`src/rtl/pwr_irq_pkg.sv`:
```
// Package: register map, field positions and reset values of the event block
package pwr_irq_pkg;

    // ------------------------------------------------------------------
    // Register offsets
    // ------------------------------------------------------------------
    localparam logic [7:0] MAIN_MASK_OFS   = 8'h30;
    localparam logic [7:0] EXTRA_MASK_OFS  = 8'h34;
    localparam logic [7:0] STATUS_OFS      = 8'h38;
    localparam logic [7:0] EXTRA_STAT_OFS  = 8'h3c;
    localparam logic [7:0] EDGE_CFG_OFS    = 8'h40;
    localparam logic [7:0] EVENT_IN_OFS    = 8'h44;

    // ------------------------------------------------------------------
    // Field layout
    // ------------------------------------------------------------------
    localparam int MAIN_EV_W   = 6;
    localparam int EXTRA_EV_W  = 3;
    localparam int ACT_W       = 11;
    localparam int EDGE_N      = 6;
    localparam int OTHER_BIT   = 7;
    localparam int EDGE_BASE   = 9;
    localparam int EDGE_CFG_W  = 22;

    // Activity input served by each edge slot, and its status bit
    localparam logic [3:0] EDGE_INPUT [EDGE_N] =
        '{4'h1, 4'h5, 4'h7, 4'h8, 4'h9, 4'ha};
    localparam logic [4:0] EDGE_STAT_BIT [EDGE_N] =
        '{5'h09, 5'h0d, 5'h0f, 5'h10, 5'h11, 5'h12};

    // ------------------------------------------------------------------
    // Reset values
    // ------------------------------------------------------------------
    localparam logic [5:0]  MAIN_MASK_RST  = 6'h3b;
    localparam logic [2:0]  EXTRA_MASK_RST = 3'h6;
    localparam logic [21:0] EDGE_CFG_RST   = 22'h000000;

    // Edge selection codes
    localparam logic [1:0] EDGE_NONE    = 2'h0;
    localparam logic [1:0] EDGE_RISE    = 2'h1;
    localparam logic [1:0] EDGE_FALL    = 2'h2;
    localparam logic [1:0] EDGE_BOTH    = 2'h3;

endpackage : pwr_irq_pkg

```
`src/rtl/sticky_bits.sv`:
```
// Sticky event flags with mask gating and write-one-to-clear
`timescale 1ns/1ns
module sticky_bits #(
    parameter int W = 3
) (
    input  wire logic         sys_clk,
    input  wire logic         rst,
    input  wire logic [W-1:0] event_in,
    input  wire logic [W-1:0] mask,
    input  wire logic         clear_wr,
    input  wire logic [W-1:0] clear_data,
    output logic      [W-1:0] flags
);
    logic [W-1:0] next_flags;

    // A fresh event outranks a clear in the same cycle
    always_comb begin
        next_flags = (flags & ~(clear_wr ? clear_data : '0))
                   | (event_in & ~mask);
    end

    always_ff @(posedge sys_clk) begin
        if (rst) begin
            flags <= '0;
        end else begin
            flags <= next_flags;
        end
    end
endmodule : sticky_bits

```
`src/rtl/edge_detect.sv`:
```
// Per-input edge detector with a two-bit sensitivity selection
`timescale 1ns/1ns
module edge_detect (
    input  wire logic       sys_clk,
    input  wire logic       rst,
    input  wire logic       level_in,
    input  wire logic [1:0] sense,
    output logic            edge_seen
);
    logic last;

    always_ff @(posedge sys_clk) begin
        if (rst) begin
            last <= 1'b0;
        end else begin
            last <= level_in;
        end
    end

    // Combinational so the event reaches the flag in the same cycle
    always_comb begin
        unique case (sense)
            pwr_irq_pkg::EDGE_NONE: edge_seen = 1'b0;
            pwr_irq_pkg::EDGE_RISE: edge_seen = level_in & ~last;
            pwr_irq_pkg::EDGE_FALL: edge_seen = ~level_in & last;
            pwr_irq_pkg::EDGE_BOTH: edge_seen = level_in ^ last;
        endcase
    end
endmodule : edge_detect

```
`src/rtl/power_policy_irq_status_mask.sv`:
```
// Top: event status, masks, edge configuration and interrupt output
`timescale 1ns/1ns
module power_policy_irq_status_mask (
    input  wire logic        sys_clk,
    input  wire logic        rst,
    input  wire logic [7:0]  reg_addr,
    input  wire logic [31:0] reg_wdata,
    input  wire logic        reg_wr,
    input  wire logic        reg_rd,
    output logic      [31:0] reg_rdata,
    input  wire logic        locked_event,
    input  wire logic        emulated_denial_event,
    input  wire logic        emulated_accept_event,
    input  wire logic        static_denial_event,
    input  wire logic        static_accept_event,
    input  wire logic        static_completion_event,
    input  wire logic        dynamic_denial_event,
    input  wire logic        dynamic_accept_event,
    input  wire logic        bad_policy_event,
    input  wire logic [10:0] mode_activity_inputs,
    output logic             irq
);

    // ------------------------------------------------------------------
    // Registers written by software
    // ------------------------------------------------------------------
    logic [5:0]  main_mask;
    logic [2:0]  extra_event_mask;
    logic [21:0] edge_cfg;
    logic        main_wr;
    logic        extra_wr;

    function automatic logic hit(input logic [7:0] a, input logic [7:0] o);
        hit = (a == o);
    endfunction : hit

    always_ff @(posedge sys_clk) begin
        if (rst) begin
            main_mask <= pwr_irq_pkg::MAIN_MASK_RST;
        end else if (reg_wr && hit(reg_addr, pwr_irq_pkg::MAIN_MASK_OFS)) begin
            main_mask <= reg_wdata[5:0];
        end
    end

    always_ff @(posedge sys_clk) begin
        if (rst) begin
            extra_event_mask <= pwr_irq_pkg::EXTRA_MASK_RST;
        end else if (reg_wr
                     && hit(reg_addr, pwr_irq_pkg::EXTRA_MASK_OFS)) begin
            extra_event_mask <= reg_wdata[2:0];
        end
    end

    always_ff @(posedge sys_clk) begin
        if (rst) begin
            edge_cfg <= pwr_irq_pkg::EDGE_CFG_RST;
        end else if (reg_wr && hit(reg_addr, pwr_irq_pkg::EDGE_CFG_OFS)) begin
            edge_cfg <= reg_wdata[21:0];
        end
    end

    assign main_wr  = reg_wr && hit(reg_addr, pwr_irq_pkg::STATUS_OFS);
    assign extra_wr = reg_wr && hit(reg_addr, pwr_irq_pkg::EXTRA_STAT_OFS);

    // ------------------------------------------------------------------
    // Main transition events
    // ------------------------------------------------------------------
    logic [5:0] main_ev;
    logic [5:0] main_flags;

    // Bit order locked down to static completion
    assign main_ev = {locked_event, emulated_denial_event,
                      emulated_accept_event, static_denial_event,
                      static_accept_event, static_completion_event};

    sticky_bits #(.W(6)) u_main (
        .sys_clk    (sys_clk),
        .rst        (rst),
        .event_in   (main_ev),
        .mask       (main_mask),
        .clear_wr   (main_wr),
        .clear_data (reg_wdata[5:0]),
        .flags      (main_flags)
    );

    // ------------------------------------------------------------------
    // Extra events
    // ------------------------------------------------------------------
    logic [2:0] extra_ev;
    logic [2:0] extra_flags;

    assign extra_ev = {dynamic_denial_event, dynamic_accept_event,
                       bad_policy_event};

    // Only a write to the extra status register can clear these
    sticky_bits #(.W(3)) u_extra (
        .sys_clk    (sys_clk),
        .rst        (rst),
        .event_in   (extra_ev),
        .mask       (extra_event_mask),
        .clear_wr   (extra_wr),
        .clear_data (reg_wdata[2:0]),
        .flags      (extra_flags)
    );

    // ------------------------------------------------------------------
    // Input edge events
    // ------------------------------------------------------------------
    logic [5:0] edge_ev;
    logic [5:0] edge_flags;
    logic [5:0] edge_clr;

    // Configuration slot n sits at bits 2*k+1..2*k of the input number k
    for (genvar n = 0; n < pwr_irq_pkg::EDGE_N; n++) begin : g_edge
        localparam int IN = int'(pwr_irq_pkg::EDGE_INPUT[n]);
        localparam int SB = int'(pwr_irq_pkg::EDGE_STAT_BIT[n]);
        edge_detect u_det (
            .sys_clk   (sys_clk),
            .rst       (rst),
            .level_in  (mode_activity_inputs[IN]),
            .sense     (edge_cfg[2*IN+1:2*IN]),
            .edge_seen (edge_ev[n])
        );
        assign edge_clr[n] = reg_wdata[SB];
    end

    // Edge flags have no mask of their own: the 00 setting masks them
    sticky_bits #(.W(6)) u_edges (
        .sys_clk    (sys_clk),
        .rst        (rst),
        .event_in   (edge_ev),
        .mask       (6'h00),
        .clear_wr   (main_wr),
        .clear_data (edge_clr),
        .flags      (edge_flags)
    );

    // ------------------------------------------------------------------
    // Status word assembly
    // ------------------------------------------------------------------
    logic [31:0] status_word;

    always_comb begin
        status_word = 32'h00000000;
        status_word[5:0] = main_flags;
        // Summary bit is derived, so a main write can never clear it
        status_word[pwr_irq_pkg::OTHER_BIT] = |extra_flags;
        for (int n = 0; n < pwr_irq_pkg::EDGE_N; n++) begin
            status_word[pwr_irq_pkg::EDGE_STAT_BIT[n]] = edge_flags[n];
        end
    end

    // ------------------------------------------------------------------
    // Interrupt output
    // ------------------------------------------------------------------
    // Registered from the flags, so it trails them by one cycle
    always_ff @(posedge sys_clk) begin
        if (rst) begin
            irq <= 1'b0;
        end else begin
            irq <= (|status_word) | (|extra_flags);
        end
    end

    // ------------------------------------------------------------------
    // Read port
    // ------------------------------------------------------------------
    logic [31:0] next_rdata;

    always_comb begin
        next_rdata = 32'h00000000;
        if (reg_rd) begin
            unique case (reg_addr)
                pwr_irq_pkg::MAIN_MASK_OFS:
                    next_rdata[5:0] = main_mask;
                pwr_irq_pkg::EXTRA_MASK_OFS:
                    next_rdata[2:0] = extra_event_mask;
                pwr_irq_pkg::STATUS_OFS:
                    next_rdata = status_word;
                pwr_irq_pkg::EXTRA_STAT_OFS:
                    next_rdata[2:0] = extra_flags;
                pwr_irq_pkg::EDGE_CFG_OFS:
                    next_rdata[21:0] = edge_cfg;
                pwr_irq_pkg::EVENT_IN_OFS:
                    next_rdata[10:0] = mode_activity_inputs;
                default:
                    next_rdata = 32'h00000000;
            endcase
        end
    end

    // Unmapped or idle cycles read zero
    always_ff @(posedge sys_clk) begin
        if (rst) begin
            reg_rdata <= 32'h00000000;
        end else begin
            reg_rdata <= next_rdata;
        end
    end

endmodule : power_policy_irq_status_mask

```
`config.mk`:
```
export PLATFORM = sky130hd
export DESIGN_NAME = power_policy_irq_status_mask
export DESIGN_NICKNAME = d
export VERILOG_FILES = /design/src/rtl/pwr_irq_pkg.sv /design/src/rtl/sticky_bits.sv /design/src/rtl/edge_detect.sv /design/src/rtl/power_policy_irq_status_mask.sv
export SDC_FILE = /design/constraint.sdc
export NUM_CORES = 1
export LEC_CHECK = 0
export ABC_AREA = 1
export BUFFER_PORTS_ARGS = -buffer_cell sky130_fd_sc_hd__buf_2
export CAP_MARGIN = 20
export CORE_MARGIN = 1
export CORE_UTILIZATION = 41
export DETAILED_ROUTE_END_ITERATION = 7
export PLACE_DENSITY = 0.75
export SLEW_MARGIN = 20
export SYNTH_ARGS = -nofsm -noshare
export SYNTH_HDL_FRONTEND = slang
export SYNTH_SLANG_ARGS = --single-unit
```
`constraint.sdc`:
```
create_clock -name sys_clk -period 3.2 [get_ports sys_clk]
set_clock_uncertainty 0.05 [all_clocks]
set_input_delay 0.48 -clock sys_clk [delete_from_list [all_inputs] [get_ports sys_clk]]
set_output_delay 0.48 -clock sys_clk [all_outputs]
set_load 0.02 [all_outputs]
```
==> flow_metrics.py, run 1 <==
metrics = {
    "synth": {
        "netlist_area_um2": 3470,
        "synth_ff_type": "dfxtp_1",
        "synth_area_leaders": "dfxtp_1, a21oi_1, nand2_1",
        "synth_warnings": 0,
        "ys_seq_area_share_pct": 43.3,
        "synthArstFlopShare_pct": 0,
        "synth_seq_cells": 75,
        "synth_top_area_share_pct": 43.3,
        "syn_inst": 455,
        "yosysMostFrequentCell": "dfxtp_1",
        "synth_edf_count": 0,
        "synth_top_area_cell": "dfxtp_1",
        "syn_avg_cell_area_um2": 7.62,
        "ys_types": 29,
        "synthTopCellsByCount": "dfxtp_1, nand2_1, a21oi_1, inv_1, nor2_1",
    },
    "pwr": {
        "cellInternalPower_uw": 1450,
        "clkPwrFrac_pct": 43.3,
        "power_switching_uw": 454,
        "p_leak_uw": 0.00186,
        "pwr-share-comb_pct": 7.1,
        "ir_worst_vdd_mv": 0.173,
        "power.density_nw_per_um2": 469,
        "total_power_uw": 1910,
        "switching_share_pct": 23.8,
        "seqPwrFrac_pct": 49.6,
    },
    "layout": {
        "stdcell_count": 637,
        "ff_latch_area_um2": 1500,
        "fillers": 806,
        "design_area_um2": 4070,
        "layout-drive-gt1-share_pct": 23.3,
        "antenna_cells": 0,
        "syn_to_final_growth_pct": 17.4,
        "fin_nets": 603,
        "multi_input_area_um2": 1580,
    },
    "worst_setup_path": {
        "endpoint_kind": "register",
        "worstSetupPathType": "input pin to register",
        "r2r_cells": 3,
        "worstPathArrival_ns": 1.99,
        "required_ns": 3.41,
        "cp_max_fo": 15,
        "worst_setup_path_start_kind": "input pin",
    },
    "floorplanning": {
        "initial_utilization_pct": 42.2,
        "fp.coreArea_um2": 8220,
        "die_height_um": 93.9,
        "dieArea_um2": 8820,
        "ioPinCount": 97,
        "rows": 33,
        "fp.dieW_um": 93.9,
    },
    "place": {
        "place_inst": 621,
        "dp_hpwl_um": 6030,
        "portBuffers": 76,
        "gp_congestion": 0.928,
        "placed_cell_area_um2": 3840,
    },
    "grt": {
        "grt_max_degree": 39,
        "grt.busiest_layer": "met2",
        "grtUsageTotal_pct": 20.1,
        "met2_usage_pct": 31.4,
        "met3_usage_pct": 3.72,
        "grt_antenna_before_repair": 0,
        "gr-total-overflow": 0,
        "met1_usage_pct": 26.2,
        "grt_pass1_vias": 2848,
        "grt_pass1_wl_um": 13500,
    },
    "hold_path": {
        "hold_path_class": "input pin to register",
        "min_path_cells": 3,
    },
    "cts": {
        "h-tree-depth": 3,
        "post-cts-setup-buffers": 0,
        "cts_resized": 0,
        "clk_latency_ns": 0.36,
        "clock_path_buffers": 2,
        "ctsRootBufferMaster": "clkbuf_8",
        "clk_pin_slew_ns": 0.08,
        "cts_tree": "yes",
        "clkSinkCount": 75,
        "cts-buffers-inserted": 9,
        "hold_buffers": 0,
    },
    "run": {
        "maxCapViolCount": 0,
    },
    "routing": {
        "antenna_left": 0,
        "routed_via_density": 4.97,
        "drc": 0,
        "drtPass1Iterations": 7,
        "wl_per_cell_um": 13.0,
        "dr.first_iter.drc_count": 195,
        "wirelength_um": 8310,
        "routed-via-count": 3167,
    },
    "sta": {
        "slew_violations": 0,
        "whs_ns": 0.323,
        "fin_crit_sh_pct": 55.6,
        "layout_min_cycle_time_ns": 1.78,
        "max_freq_mhz": 562,
        "hold_viol_final": 0,
        "setup_viol": 0,
        "maxSlewHeadroom_pct": 66.5,
        "worst_pin_slew_ns": 0.503,
        "tns_ns": 0,
        "rsz0062_at_grt": "false",
    },
    "run_status": {
        "status": "finished, final reports clean",
    },
}
==> path summary, 6_finish.rpt <==
check                             from          endpoint  slack [ns]
setup / recovery           reg_addr[0]      reg_rdata[5]        1.42
hold / removal    dynamic_accept_event  u_extra.flags[1]        0.32
setup reg to reg       u_main.flags[3]               irq        1.91
hold reg to reg            edge_cfg[5]       edge_cfg[5]        0.41
==> power groups by stage <==
stage,sequential [µW],clock [µW],combinational (µW)
2_1_floorplan,967,0,82.3
3_3_place_gp,966,0,131
3_5_place_dp,967,0,134
4_1_cts,945,838,135
5_1_grt,946,877,151
6_report,945,825,136
==> layer usage <==
metal  vias to the layer above  routed length (µm)
li1                       1607                   -
met1                      1442                3810
met2                       105                3820
met3                        13                 546
met4                         0                 136
met5                         -                   0
==> area by class of cell <==
| class | instances | area share [%] |
|---|---|---|
| inverters | 59 | 5.44 |
| clock buffers | 11 | 3.48 |
| repair buffers | 80 | 10.1 |
| multi-input cells | 302 | 38.8 |
| clock inverters | 5 | 2.09 |
| well taps | 105 | 3.23 |
| flip-flops and latches | 75 | 36.9 |
==> cell usage in the layout (no fill, tap or decap), types with 10 or more instances in the layout <==
| master | count |
|---|---|
| nand2_1 | 67 |
| buf_2 | 76 |
| ha_1 | 12 |
| conb_1 | 10 |
| clkbuf_8 | 10 |
| a21oi_1 | 51 |
| nand3_1 | 39 |
| inv_1 | 51 |
| o21ai_0 | 27 |
| nor2_1 | 44 |
| dfxtp_1 | 75 |
==> flip-flops by register name, indices dropped and copies added, names as in the netlist <==
name and cells:
reg_rdata 22, g_edge.u_det.last 6, irq 1, main_mask 6
u_edges.flags 6, edge_cfg 22, extra_event_mask 3, u_main.flags 6
u_extra.flags 3
==> critical path, stage by stage <==
cell and delay, ns:
buf_2 0.10, inv_2 0.07, nand2_4 0.08, nor2_4 0.40, nand2_2 0.31, nand3_1 0.17
nand2_2 0.13, a21oi_1 0.25
==> logic make-up (layout without fill, tap and decap cells) <==
kind of cell	Yosys count	count (layout)	share of synthesized area, %
compound gates	98	98	15.2
fa+ha+maj	12	12	4.33
buf+inv	87	155	12.2
flops	75	75	43.3
other cells	1	10	0.108
simple gates	182	182	24.9
==> per-stage QoR <==
stage | utilization, % | setup slack (ns)
2_1_floorplan | - | 1.74
3_3_place_gp | 46.7 | 1.13
3_5_place_dp | 46.7 | 1.10
4_1_cts | 49.5 | 1.47
5_1_grt | 49.5 | 1.32
6_report | 49.5 | 1.42
Note: power is estimated with default switching activity, not from simulation.
==> inputs of run 2 (changes only) <==
--- a/config.mk
+++ b/config.mk
@@ -11,7 +11,7 @@
 export CORE_MARGIN = 1
 export CORE_UTILIZATION = 41
 export DETAILED_ROUTE_END_ITERATION = 7
-export PLACE_DENSITY = 0.75
+export PLACE_DENSITY = 0.78
 export SLEW_MARGIN = 20
 export SYNTH_ARGS = -nofsm -noshare
 export SYNTH_HDL_FRONTEND = slang
==> constraint.sdc (replaced) <==
create_clock -name sys_clk -period 1.6 [get_ports sys_clk]
set_clock_uncertainty 0.05 [all_clocks]
set_input_delay 0.24 -clock sys_clk [delete_from_list [all_inputs] [get_ports sys_clk]]
set_output_delay 0.24 -clock sys_clk [all_outputs]
set_load 0.02 [all_outputs]
==> run 2 against run 1 <==
Sequential power increased by 100%. Total power increased by 97%. Highest routed layer unchanged. Clock power increased by 92%. Setup slack got worse by 1.2 ns. Worst hold slack got worse by 0.23 ns. Global-route usage increased by 0.32 points. Non-clock buffer count increased by 9. Final area increased by 1.4%. Utilization increased by 0.67 points. Critical endpoint is now irq. Routed wire length increased by 3.0%. Via count increased by 0.32%. Register-to-register slack got worse by 1.6 ns.
==> flow_metrics.py, run 2 (synthesized netlist as in run 1, its figures left out) <==
metrics = {
    "worst_setup_path": {
        "critPathBufInv": 0,
        "r2r_slack_ns": 0.26,
        "crit_chain": "or2_2 -> nor4_1 -> a21oi_1",
        "cp_max_fo": 3,
        "critPathSlowestCell": "nor4_1",
        "worstPathArrival_ns": 1.49,
        "worst_setup_path_start_kind": "register",
        "required_ns": 1.76,
        "worstSetupPathType": "register to register",
        "max_stage_delay_ns": 0.38,
        "endpoint_kind": "register",
        "crit_family": "simple AND/OR/NAND/NOR gates",
    },
    "floorplanning": {
        "die_height_um": 93.9,
        "initial_utilization_pct": 42.2,
        "dieArea_um2": 8820,
        "rows": 33,
        "ioPinCount": 97,
        "fp.dieW_um": 93.9,
        "fp.coreArea_um2": 8220,
    },
    "pwr": {
        "ir_worst_vdd_mv": 0.361,
        "clkPwrFrac_pct": 42.1,
        "seqPwrFrac_pct": 50.4,
        "power_switching_uw": 893,
        "switching_share_pct": 23.8,
        "total_power_uw": 3750,
        "pwr-share-comb_pct": 7.5,
        "p_leak_uw": 0.00190,
        "cellInternalPower_uw": 2860,
        "power.density_nw_per_um2": 909,
    },
    "place": {
        "gp_congestion": 0.965,
        "portBuffers": 76,
        "dp_hpwl_um": 6400,
        "place_inst": 630,
    },
    "grt": {
        "grt_max_degree": 39,
        "gr-total-overflow": 0,
        "grt_pass1_wl_um": 13700,
        "grt_antenna_before_repair": 0,
        "grt_pass1_vias": 3034,
        "grtUsageTotal_pct": 20.4,
    },
    "routing": {
        "routed-via-count": 3177,
        "antenna_left": 0,
        "dr.first_iter.drc_count": 185,
        "routed_via_density": 4.93,
        "drtPass1Iterations": 5,
        "drc": 0,
        "wirelength_um": 8560,
        "wl_per_cell_um": 13.3,
    },
    "cts": {
        "cts_tree": "yes",
        "cts_resized": 0,
        "clock_path_buffers": 2,
        "hold_buffers": 0,
        "h-tree-depth": 3,
        "cts-buffers-inserted": 9,
        "clk_pin_slew_ns": 0.07,
        "clk_latency_ns": 0.35,
        "clkSinkCount": 75,
        "post-cts-setup-buffers": 0,
        "ctsRootBufferMaster": "clkbuf_8",
    },
    "run": {
        "maxCapViolCount": 0,
    },
    "sta": {
        "fin_crit_sh_pct": 83.5,
        "hold_viol_final": 0,
        "rsz0062_at_grt": "false",
        "layout_min_cycle_time_ns": 1.34,
        "setup_viol": 0,
        "max_freq_mhz": 748,
        "tns_ns": 0,
        "slew_violations": 0,
    },
    "layout": {
        "fin_nets": 612,
        "layout-drive-gt1-share_pct": 24.6,
        "final_common_cell": "buf_2",
        "final_cell_mix": "buf_2, dfxtp_1, nand2_1",
        "stdcell_count": 645,
        "antenna_cells": 0,
        "syn_to_final_growth_pct": 19.0,
        "top_regs": "edge_cfg: 22 flops, reg_rdata: 22 flops",
    },
    "run_status": {
        "status": "finished, final reports clean",
    },
    "hold_path": {
        "hold_path_class": "input pin to register",
    },
}
run 2: cell types whose count changed in the layout (fill, tap and decap cells not counted):
| cell | before | now |
|---|---|---|
| buf_4 | 4 | 13 |
| clkbuf_1 | 1 | 0 |
| clkbuf_8 | 10 | 9 |
| clkinv_2 | 0 | 1 |
run 2: power groups by stage:
stage / Sequential, µW / Clock, µW / Combinational, µW
final: 1890 / 1580 / 281
after global routing: 1890 / 1680 / 310
after CTS: 1890 / 1600 / 281
after detailed placement: 1930 / 0 / 279
after global placement: 1930 / 0 / 271
after floorplan: 1930 / 0 / 165
run 2: cell type report:
type                    instances  area [µm²]
multi-input cells             302        1580
fillers                       795        4090
clock buffers                   9         124
well taps                     105         131
clock inverters                 6        90.1
flip-flops and latches         75        1500
inverters                      59         221
repair buffers                 89         478
run 2: layer usage:
metal	global-route usage [%]	vias up	share of wire, %
met5	0	-	0
met4	9.49	0	2.5
met3	4.05	18	5.3
met2	35.3	96	50
met1	24.1	1448	43
li1	-	1615	-
run 2: final timing paths:
path / start / end / cells past startpoint
worst max-delay path: u_main.flags[3] / irq / 3
worst min-delay path: dynamic_accept_event / u_extra.flags[1] / 3
worst max register to register: u_main.flags[3] / irq / 3
worst min register to register: edge_cfg[4] / edge_cfg[4] / 2
run 2: worst register-to-register path, cell delays in order, from the launching register on:
cell,delay [ns]
dfxtp_1,0.33
or2_2,0.29
nor4_1,0.38
a21oi_1,0.14
run 2: through the flow:
step / hold slack, ns / utilization [%] / worst slack (ns) / area, µm²
CTS: 0.0776 / 50.2 / 0.318 / 4120
global placement: 0.382 / 47.6 / 0.0978 / 3910
finish: 0.0888 / 50.2 / 0.263 / 4120
detailed placement: 0.391 / 47.6 / 0.0381 / 3910
global route: 0.0996 / 50.2 / 0.229 / 4120
floorplan: 0.316 / - / 0.383 / 3500
